--- src/grpm_defines.svh ---
// Functional notes
// - host holds reset low at least 150 ns
// - host releases reset with or after power
// - reset low keeps receiver in low power
// - low power: radio part on, full radio off, retention, clock
// - release: radio on, system reset, then operate
// - three power modes: off, operate, keep-alive
// - operate: main rail powered, whatever the backup or reset level
// - main lost with backup: keep-alive mode
// - reset line driven directly, no resistors
// - test request 1300, report 1100, text too
// - 3d with four satellites, else 2d; the code also gives 2d whenever force_2d_in is set
// - start type chosen from stored data
// - corrections only via auxiliary port
// - main lost: memory and clock on backup
`ifndef GRPM_DEFINES_SVH
`define GRPM_DEFINES_SVH
`define GRPM_CLK_PERIOD_NS    10
`define GRPM_RST_MIN_NS       150
`define GRPM_RST_MIN_CYC      ((`GRPM_RST_MIN_NS + `GRPM_CLK_PERIOD_NS - 1) / `GRPM_CLK_PERIOD_NS)
`define GRPM_RF_SETTLE_CYC    8
`define GRPM_SYSRST_CYC       4
`define GRPM_MIN_SATS_3D      4'h4
`define GRPM_MSG_TEST_REQ     16'h0514
`define GRPM_MSG_TEST_RPT     16'h044C
`endif

--- src/grpm_pkg.sv ---
package grpm_pkg;
  typedef enum logic [1:0] {GRPM_OFF, GRPM_OPERATE, GRPM_KEEP_ALIVE} grpm_mode_type;
  typedef enum logic [1:0] {GRPM_WARM, GRPM_INIT, GRPM_COLD, GRPM_FROZEN} grpm_start_type;
  typedef enum logic [1:0] {GRPM_PROTO_BIN, GRPM_PROTO_TEXT} grpm_proto_type;
endpackage : grpm_pkg

--- src/grpm_if.sv ---
`timescale 1ns/1ps
interface grpm_if;
  logic        master_reset_n;
  logic        main_supply_rail;
  logic        backup_supply_input;
  logic        test_req;
  logic        test_req_text;
  logic        test_rpt;
  logic [15:0] test_rpt_msg;
  logic        test_pass;
  modport receiver (input master_reset_n, main_supply_rail, backup_supply_input, test_req, test_req_text,
                    output test_rpt, test_rpt_msg, test_pass);
  modport host (output master_reset_n, main_supply_rail, backup_supply_input, test_req, test_req_text,
                input test_rpt, test_rpt_msg, test_pass);
endinterface : grpm_if

--- src/grpm_receiver.sv ---
`timescale 1ns/1ps
`include "grpm_defines.svh"
module grpm_receiver (
  input  wire logic                    clk_in,
  input  wire logic                    rstn_in,
  grpm_if.receiver                     link,
  input  wire logic [3:0]              sats_tracked_in,
  input  wire logic                    force_2d_in,
  input  wire logic                    ephem_valid_in,
  input  wire logic                    pos_time_valid_in,
  input  wire logic                    almanac_valid_in,
  input  wire logic                    health_ok_in,
  input  wire logic                    aux_dgps_valid_in,
  input  wire logic                    host_dgps_valid_in,
  output logic                         rf_partial_on_out,
  output logic                         rf_full_on_out,
  output logic                         sram_retention_out,
  output logic                         rtc_on_out,
  output logic                         mem_on_backup_out,
  output logic                         sys_reset_out,
  output logic                         low_power_out,
  output grpm_pkg::grpm_mode_type      mode_out,
  output grpm_pkg::grpm_start_type     start_type_out,
  output logic                         nav_3d_out,
  output logic                         dgps_accept_out
);
  typedef enum {ST_HELD, ST_RF_UP, ST_SYSRST, ST_RUN} grpm_seq_type;
  grpm_seq_type seq;
  logic       rst_meta, rst_sync, main_meta, main_sync, bak_meta, bak_sync;
  logic       req_meta, req_sync, req_prev, txt_meta, txt_sync, txt_prev;
  logic [3:0] cnt;

  function automatic grpm_pkg::grpm_start_type pick_start(input logic e, input logic p, input logic a);
    if (e) pick_start = grpm_pkg::GRPM_WARM;
    else if (p) pick_start = grpm_pkg::GRPM_INIT;
    else if (a) pick_start = grpm_pkg::GRPM_COLD;
    else pick_start = grpm_pkg::GRPM_FROZEN;
  endfunction : pick_start

  // rising edge of a synchronised level
  function automatic logic rise_seen(input logic now_lvl, input logic old_lvl);
    rise_seen = now_lvl && !old_lvl;
  endfunction : rise_seen

  // main present while the sequence still holds
  function automatic logic held_on_main(input logic main_lvl, input grpm_seq_type st);
    held_on_main = main_lvl && st == ST_HELD;
  endfunction : held_on_main

  // reset pin synchroniser
  always_ff @(posedge clk_in) begin
    if (!rstn_in) begin
      rst_meta <= 1'b0;
      rst_sync <= 1'b0;
    end else begin
      rst_meta <= link.master_reset_n;
      rst_sync <= rst_meta;
    end
  end

  // main rail synchroniser
  always_ff @(posedge clk_in) begin
    if (!rstn_in) begin
      main_meta <= 1'b0;
      main_sync <= 1'b0;
    end else begin
      main_meta <= link.main_supply_rail;
      main_sync <= main_meta;
    end
  end

  // backup rail synchroniser
  always_ff @(posedge clk_in) begin
    if (!rstn_in) begin
      bak_meta <= 1'b0;
      bak_sync <= 1'b0;
    end else begin
      bak_meta <= link.backup_supply_input;
      bak_sync <= bak_meta;
    end
  end

  // binary test request synchroniser and history
  always_ff @(posedge clk_in) begin
    if (!rstn_in) begin
      req_meta <= 1'b0;
      req_sync <= 1'b0;
      req_prev <= 1'b0;
    end else begin
      req_meta <= link.test_req;
      req_sync <= req_meta;
      req_prev <= req_sync;
    end
  end

  // text test request synchroniser and history
  always_ff @(posedge clk_in) begin
    if (!rstn_in) begin
      txt_meta <= 1'b0;
      txt_sync <= 1'b0;
      txt_prev <= 1'b0;
    end else begin
      txt_meta <= link.test_req_text;
      txt_sync <= txt_meta;
      txt_prev <= txt_sync;
    end
  end

  // reset release sequence
  always_ff @(posedge clk_in) begin
    if (!rstn_in) begin
      seq <= ST_HELD;
      cnt <= 4'h0;
    end else if (!rst_sync || !main_sync) begin
      seq <= ST_HELD;
      cnt <= 4'h0;
    end else begin
      case (seq)
        ST_HELD: begin
          seq <= ST_RF_UP;
          cnt <= 4'h0;
        end
        ST_RF_UP: begin
          cnt <= cnt + 4'h1;
          if (cnt == 4'(`GRPM_RF_SETTLE_CYC - 1)) begin
            seq <= ST_SYSRST;
            cnt <= 4'h0;
          end
        end
        ST_SYSRST: begin
          cnt <= cnt + 4'h1;
          if (cnt == 4'(`GRPM_SYSRST_CYC - 1)) seq <= ST_RUN;
        end
        ST_RUN: seq <= ST_RUN;
        default: seq <= ST_HELD;
      endcase
    end
  end

  // power mode
  always_ff @(posedge clk_in) begin
    if (!rstn_in) begin
      mode_out <= grpm_pkg::GRPM_OFF;
    end else if (main_sync) begin
      mode_out <= grpm_pkg::GRPM_OPERATE;
    end else if (bak_sync) begin
      mode_out <= grpm_pkg::GRPM_KEEP_ALIVE;
    end else begin
      mode_out <= grpm_pkg::GRPM_OFF;
    end
  end

  // memory and clock supply
  always_ff @(posedge clk_in) begin
    if (!rstn_in) begin
      sram_retention_out <= 1'b0;
      rtc_on_out         <= 1'b0;
      mem_on_backup_out  <= 1'b0;
    end else begin
      mem_on_backup_out  <= !main_sync && bak_sync;
      rtc_on_out         <= main_sync || bak_sync;
      sram_retention_out <= held_on_main(main_sync, seq) || (!main_sync && bak_sync);
    end
  end

  // radio supply
  always_ff @(posedge clk_in) begin
    if (!rstn_in) begin
      rf_partial_on_out <= 1'b0;
      rf_full_on_out    <= 1'b0;
    end else begin
      rf_partial_on_out <= main_sync;
      rf_full_on_out    <= main_sync && seq != ST_HELD;
    end
  end

  // low power state and system reset
  always_ff @(posedge clk_in) begin
    if (!rstn_in) begin
      low_power_out <= 1'b0;
      sys_reset_out <= 1'b1;
    end else begin
      low_power_out <= held_on_main(main_sync, seq);
      sys_reset_out <= seq != ST_RUN;
    end
  end

  // navigation dimension
  always_ff @(posedge clk_in) begin
    if (!rstn_in) begin
      nav_3d_out <= 1'b0;
    end else begin
      nav_3d_out <= seq == ST_RUN && !force_2d_in && sats_tracked_in >= `GRPM_MIN_SATS_3D;
    end
  end

  // correction acceptance
  always_ff @(posedge clk_in) begin
    if (!rstn_in) begin
      dgps_accept_out <= 1'b0;
    end else begin
      dgps_accept_out <= seq == ST_RUN && aux_dgps_valid_in && !host_dgps_valid_in;
    end
  end

  // start type, latched during system reset
  always_ff @(posedge clk_in) begin
    if (!rstn_in) begin
      start_type_out <= grpm_pkg::GRPM_FROZEN;
    end else if (seq == ST_SYSRST) begin
      start_type_out <= pick_start(ephem_valid_in, pos_time_valid_in, almanac_valid_in);
    end
  end

  // built-in test
  always_ff @(posedge clk_in) begin
    if (!rstn_in) begin
      link.test_rpt     <= 1'b0;
      link.test_rpt_msg <= 16'h0000;
      link.test_pass    <= 1'b0;
    end else begin
      link.test_rpt <= 1'b0;
      if (seq == ST_RUN && (rise_seen(req_sync, req_prev) || rise_seen(txt_sync, txt_prev))) begin
        link.test_rpt     <= 1'b1;
        link.test_rpt_msg <= `GRPM_MSG_TEST_RPT;
        link.test_pass    <= health_ok_in;
      end
    end
  end
endmodule : grpm_receiver

--- src/flat_wrapper.sv ---
// flat-port wrapper written by rule: the top's interface ports become plain ports
module grpm_receiver_flat 
  (clk_in, rstn_in, sats_tracked_in, force_2d_in, ephem_valid_in, pos_time_valid_in, almanac_valid_in, health_ok_in, aux_dgps_valid_in, host_dgps_valid_in, rf_partial_on_out, rf_full_on_out, sram_retention_out, rtc_on_out, mem_on_backup_out, sys_reset_out, low_power_out, mode_out, start_type_out, nav_3d_out, dgps_accept_out, link_master_reset_n, link_main_supply_rail, link_backup_supply_input, link_test_req, link_test_req_text, link_test_rpt, link_test_rpt_msg, link_test_pass);
  grpm_if link_i ();
  input  wire logic clk_in;
  input  wire logic rstn_in;
  input  wire logic [3:0] sats_tracked_in;
  input  wire logic force_2d_in;
  input  wire logic ephem_valid_in;
  input  wire logic pos_time_valid_in;
  input  wire logic almanac_valid_in;
  input  wire logic health_ok_in;
  input  wire logic aux_dgps_valid_in;
  input  wire logic host_dgps_valid_in;
  output logic rf_partial_on_out;
  output logic rf_full_on_out;
  output logic sram_retention_out;
  output logic rtc_on_out;
  output logic mem_on_backup_out;
  output logic sys_reset_out;
  output logic low_power_out;
  output grpm_pkg::grpm_mode_type mode_out;
  output grpm_pkg::grpm_start_type start_type_out;
  output logic nav_3d_out;
  output logic dgps_accept_out;
  input wire logic [$bits(link_i.master_reset_n)-1:0] link_master_reset_n;
  input wire logic [$bits(link_i.main_supply_rail)-1:0] link_main_supply_rail;
  input wire logic [$bits(link_i.backup_supply_input)-1:0] link_backup_supply_input;
  input wire logic [$bits(link_i.test_req)-1:0] link_test_req;
  input wire logic [$bits(link_i.test_req_text)-1:0] link_test_req_text;
  output wire logic [$bits(link_i.test_rpt)-1:0] link_test_rpt;
  output wire logic [$bits(link_i.test_rpt_msg)-1:0] link_test_rpt_msg;
  output wire logic [$bits(link_i.test_pass)-1:0] link_test_pass;
  assign link_i.master_reset_n = link_master_reset_n;
  assign link_i.main_supply_rail = link_main_supply_rail;
  assign link_i.backup_supply_input = link_backup_supply_input;
  assign link_i.test_req = link_test_req;
  assign link_i.test_req_text = link_test_req_text;
  assign link_test_rpt = link_i.test_rpt;
  assign link_test_rpt_msg = link_i.test_rpt_msg;
  assign link_test_pass = link_i.test_pass;
  grpm_receiver u_core (.clk_in(clk_in), .rstn_in(rstn_in), .link(link_i), .sats_tracked_in(sats_tracked_in), .force_2d_in(force_2d_in), .ephem_valid_in(ephem_valid_in), .pos_time_valid_in(pos_time_valid_in), .almanac_valid_in(almanac_valid_in), .health_ok_in(health_ok_in), .aux_dgps_valid_in(aux_dgps_valid_in), .host_dgps_valid_in(host_dgps_valid_in), .rf_partial_on_out(rf_partial_on_out), .rf_full_on_out(rf_full_on_out), .sram_retention_out(sram_retention_out), .rtc_on_out(rtc_on_out), .mem_on_backup_out(mem_on_backup_out), .sys_reset_out(sys_reset_out), .low_power_out(low_power_out), .mode_out(mode_out), .start_type_out(start_type_out), .nav_3d_out(nav_3d_out), .dgps_accept_out(dgps_accept_out));
endmodule
--- config.mk ---
export PLATFORM = sky130hd
export DESIGN_NAME = grpm_receiver_flat
export DESIGN_NICKNAME = d
export VERILOG_FILES = /design/src/grpm_pkg.sv /design/src/grpm_if.sv /design/src/grpm_receiver.sv /design/src/flat_wrapper.sv
export VERILOG_INCLUDE_DIRS = /design/src
export SDC_FILE = /design/constraint.sdc
export NUM_CORES = 1
export LEC_CHECK = 0
export BUFFER_PORTS_ARGS = -buffer_cell sky130_fd_sc_hd__buf_2
export CAP_MARGIN = 20
export CORE_UTILIZATION = 51
export DETAILED_ROUTE_END_ITERATION = 16
export GPL_ROUTABILITY_DRIVEN = 0
export MAX_ROUTING_LAYER = met4
export PLACE_DENSITY = 0.93
export SLEW_MARGIN = 20
export SYNTH_ARGS = -nofsm -noshare
export SYNTH_HDL_FRONTEND = slang
export SYNTH_SLANG_ARGS = --single-unit
--- constraint.sdc ---
create_clock -name clk_in -period 2.9 [get_ports clk_in]
set_input_delay 0.145 -clock clk_in [delete_from_list [all_inputs] [get_ports clk_in]]
set_output_delay 0.145 -clock clk_in [all_outputs]
set_load 0.02 [all_outputs]
After elaboration in Yosys (flattened, before gate mapping):

Cells that the tools add are included.

* equal/unequal tests: 10
* mux-type cells: 11
* order comparisons: 1
* bitwise logic cells: 1
* add/sub/neg operators: 1
* reductions and logical operators: 27

Operators with widths (count)
* $pmux W32 S4: 1
* $eq A32 B2 Y1 const B: 2
* $eq A32 B3 Y1 const B: 2
* $logic_not A32 Y1: 2
* $mux W32: 2
* $eq A32 B1 Y1 const B: 1
* $ne A32 B3 Y1 const B: 1
* $reduce_bool A32 Y1: 1
* $pmux W4 S3: 1
* $logic_and A1 B1 Y1: 10
* $logic_not A1 Y1: 6
* $mux W2: 3
* $add A4 B1 Y4 const B: 1
* $eq A4 B2 Y1 const B: 1
* $eq A4 B3 Y1 const B: 1
* $ge A4 B3 Y1 const B: 1
* $logic_or A1 B1 Y1: 4
* $mux W4: 1
* $ne A2 B1 Y1 const B: 2
* $reduce_or A2 Y1: 2
* $mux W1: 3
* $reduce_bool A3 Y1: 1
* $reduce_and A2 Y1: 1
* $not A1 Y1: 1

* bits in registers: 64
* input port bits: 18
* word-level logic and storage cells: 80
* output and inout port bits: 31

Longest topological paths before layout:

* depth after elaboration: 5
* mapped depth: 6
* mapped depth without buffers: 6

Least setup slack after synthesis:

No wires, ideal clock.

* path kind: reg2reg
* start point: register u_core.seq[0]
* end point: register u_core.cnt[3]
* library setup time: 0.121 ns
* data required time: 2.779 ns
* arrival: 1.356 ns
* clock period less this slack: 1.477 ns
* path buffers: 0
* cell stages (with the launch flop): 7
* path slack: 1.423 ns
* cells stage by stage: dfxtp_1 inv_1 ha_1 nor4bb_2 nor2_1 nand3_1 a31oi_1

* longest elaborated chain between the ends: 2
* elaborated cells between the ends (all ways): 5
* classes of those cells: eq/ne (2); mux (1); reduce/logical (2)

RTL lines
* start, declared: RTL line grpm_receiver.sv:28 `grpm_seq_type seq;`
* start signal, assigned: RTL line grpm_receiver.sv:112 `seq <= ST_HELD;`
* start signal, assigned: RTL line grpm_receiver.sv:115 `seq <= ST_HELD;`
* start signal, assigned: RTL line grpm_receiver.sv:120 `seq <= ST_RF_UP;`
* $eq A32 B2 Y1, or another cell as far along: RTL line grpm_receiver.sv:118 `case (seq)`
* $pmux W4 S3 / $reduce_bool A3 Y1 (equally long branches)
* end signal, assigned: RTL line grpm_receiver.sv:124 `cnt <= cnt + 4'h1;`
* end signal, assigned: RTL line grpm_receiver.sv:131 `cnt <= cnt + 4'h1;`
* end, declared: RTL line grpm_receiver.sv:31 `logic [3:0] cnt;`

Parallel ways exist; a longest one is shown, timed or not.
A chain may end at the register's enable or synchronous reset.

Final worst setup path:

* start point: register u_core.seq[0]
* end point: register u_core.seq[0]

* longest elaborated chain between the ends: 3
* elaborated cells between the ends (all ways): 8
* classes of those cells: eq/ne (5); mux (1); reduce/logical (2)

RTL lines (RTL line)
* $eq A32 B2 Y1 / $eq A32 B1 Y1 (equally long branches): grpm_receiver.sv:118
* $ne A2 B1 Y1 (no line)
* $reduce_and A2 Y1 (no line)

Parallel ways exist; a longest one is shown, timed or not.

==> flow_summary.json <==
{
  "synth_enable_flop_cells": 0,
  "crit_path_start": "u_core.seq[0]",
  "synth_simple_gate_area_share_pct": 21.9,
  "p_leak_nw": 0.689,
  "yosys.area.top_type": "dfxtp_1",
  "crit_type": "reg2reg",
  "vias_per_cell": 4.92,
  "gr-usage-met3_pct": 5.80,
  "postSynthAreaPerCell_um2": 10.0,
  "synth_compound_area_share_pct": 7.80,
  "insertion_delay_ns": 0.31,
  "clock-sinks": 33,
  "cts-resized-gates": 0,
  "hold-path-cell-count": 2,
  "netlist_top_cells_count": "dfxtp_1, buf_4, and2_1",
  "use_met2_pct": 36.1,
  "die_h_um": 52.2,
  "largestRegisters": "u_core.cnt (4), u_core.seq (2), u_core.start_type_out (2)",
  "syn_inst": 128,
  "post_drt_wl_per_cell_um": 11.6,
  "clockRootBuffer": "clkbuf_4",
  "synth_xor_area_share_pct": 0,
  "async_flop_share_pct": 0,
  "grt_pass1_wl_um": 3520,
  "syn_to_final_growth_pct": 14.7,
  "start_util_pct": 55.9,
  "yosysWarningCount": 0,
  "routed_wl_um": 2220,
  "hold_viol_final": 0,
  "num-fill-cells": 178,
  "fin_util_pct": 64.1,
  "first_iter_violations": 5,
  "layout-drive-gt1-share_pct": 27.6,
  "fin_setup_tns_ns": 0,
  "clock_path_buffers": 2,
  "largest_reg_flops": 4,
  "dieArea_mm2": 0.00272,
  "numCtsBuffers": 5,
  "vias": 939,
  "slew_violations": 0,
  "min-delay-start": "link_test_req_text",
  "rsz0062_at_grt": "false",
  "grt.total_usage_pct": 18.5,
  "post-dp-hpwl_um": 1620,
  "top_usage_layer": "met2",
  "critPathLaunchType": "flop",
  "num_antenna_cells": 0,
  "yosysSeqAreaShare_pct": 51.5,
  "maxCapViolations": 0,
  "path_clk_slew_ns": 0.10,
  "antenna_left": 0,
  "antenna_found_initial": 0,
  "placedCellCount": 182,
  "fin_crit_ns": 1.71,
  "synth_cell_types": 30,
  "numPortBuffers": 34,
  "cts_tree": "done",
  "synth_mux_area_share_pct": 0.780,
  "ir_worst_vdd_uv": 334,
  "multiInputGateArea_um2": 524,
  "synth_seq_cells": 33,
  "core_area_mm2": 0.00230,
  "top_register": "u_core.cnt",
  "worstPathMaxFanout": 7,
  "crit_arrival_ns": 1.93,
  "reg2reg_depth": 5,
  "first_global_vias": 880,
  "cp-end-kind": "flop",
  "synth_top_family_by_area": "simple AND/OR/NAND/NOR gates",
  "synth_top_area_share_pct": 51.5,
  "required_ns": 3.12,
  "io-pin-count": 49,
  "synth-main-ff-cell": "dfxtp_1",
  "drcViolationCount": 0,
  "rows": 17,
  "grt-ovfl-total": 0,
  "synth_area_mm2": 0.00128,
  "die_w_um": 52.2,
  "status": "completed",
  "grt_use_met1_pct": 15.8,
  "r2r_start": "u_core.seq[0]",
  "synthTopCellsByArea": "dfxtp_1, buf_4, ha_1",
  "fin_skew_ns": 0.00927,
  "synth_fa_ha_area_share_pct": 6.82,
  "period_share_pct": 59.0,
  "h-tree-depth": 2,
  "max_freq_mhz": 584,
  "stdcell_count": 191,
  "drt_pass1_iterations": 5,
  "synth.most_common_cell": "dfxtp_1",
  "seq_area_um2": 661,
  "nets": 188,
  "powerDensity_mw_per_mm2": 520,
  "grt_max_degree": 22,
  "worstHoldPathType": "in2reg",
  "finalSetupViolCount": 0
}
[layout make-up]
cell class / instances / area share, %
timing repair buffer: 36 / 12.9
clock buffer: 7 / 3.74
inverter: 2 / 0.510
multi-input combinational: 85 / 35.6
sequential: 33 / 44.9
tap: 28 / 2.38
[what timing repair did]
item	in CTS	in global routing
setup endpoints to repair	0	0
setup buffers	0	0
hold buffers	2	0
hold endpoints to repair	2	0
[metal layers]
layer	up-vias	wire length [um]
met4	0	17
li1	462	-
met3	2	160
met2	52	1180
met1	423	864
met5	-	0
[layout by cell type, fill, tap and decap left out, types with 3 or more instances in the layout]
| cell type | synthesis | final |
|---|---|---|
| buf_2 | 1 | 34 |
| dfxtp_1 | 33 | 33 |
| and2_1 | 13 | 13 |
| conb_1 | 1 | 12 |
| nand2_1 | 10 | 10 |
| nor2_1 | 7 | 7 |
| nor2b_1 | 7 | 7 |
| ha_1 | 7 | 7 |
| o21ai_0 | 6 | 6 |
| clkbuf_4 | 0 | 5 |
| a21oi_1 | 3 | 3 |
[kinds of logic (layout without fill, tap and decap cells)]
family / count (synthesis) / in the layout
AND/OR/NAND/NOR: 49 / 49
adder cells (fa/ha/maj): 7 / 7
AO/OA/AOI/OAI: 16 / 16
other: 1 / 12
multiplexers: 1 / 1
buffers and inverters: 21 / 45
flip-flops: 33 / 33
[metrics by stage]
stage          instance area, um^2  power, W  hold slack, ns  worst slack, ns
2_1_floorplan                 1330  0.000518           0.221             1.42
3_3_place_gp                  1400  0.000519           0.310             1.30
3_5_place_dp                  1400  0.000521           0.312             1.25
4_1_cts                       1470  0.000772          0.0231             1.21
5_1_grt                       1470  0.000794          0.0255             1.01
6_report                      1470  0.000765          0.0311             1.19
[report_power, final]
| part | total (W) | internal (W) | switching [W] | leakage [nW] |
|---|---|---|---|---|
| clock network | 0.000253 | 0.000114 | 0.000138 | 0.0314 |
| logic | 0.0000467 | 0.0000175 | 0.0000292 | 0.388 |
| registers | 0.000466 | 0.000463 | 0.00000310 | 0.269 |
| total | 0.000765 | 0.000595 | 0.000171 | 0.689 |
[path summary, 6_finish.rpt]
path,to,slack (ns)
max reg2reg,u_core.seq[0],1.19
max,u_core.seq[0],1.19
min,u_core.txt_meta,0.03
min reg2reg,u_core.main_sync,0.44
[critical path, cell delays in order, from the launching register on]
cell and delay (ns):
dfxtp_1 0.40, inv_1 0.12, ha_1 0.31, nor4bb_2 0.40
nor3_2 0.13, a211oi_1 0.27
Power figures use the tool's default switching activity.
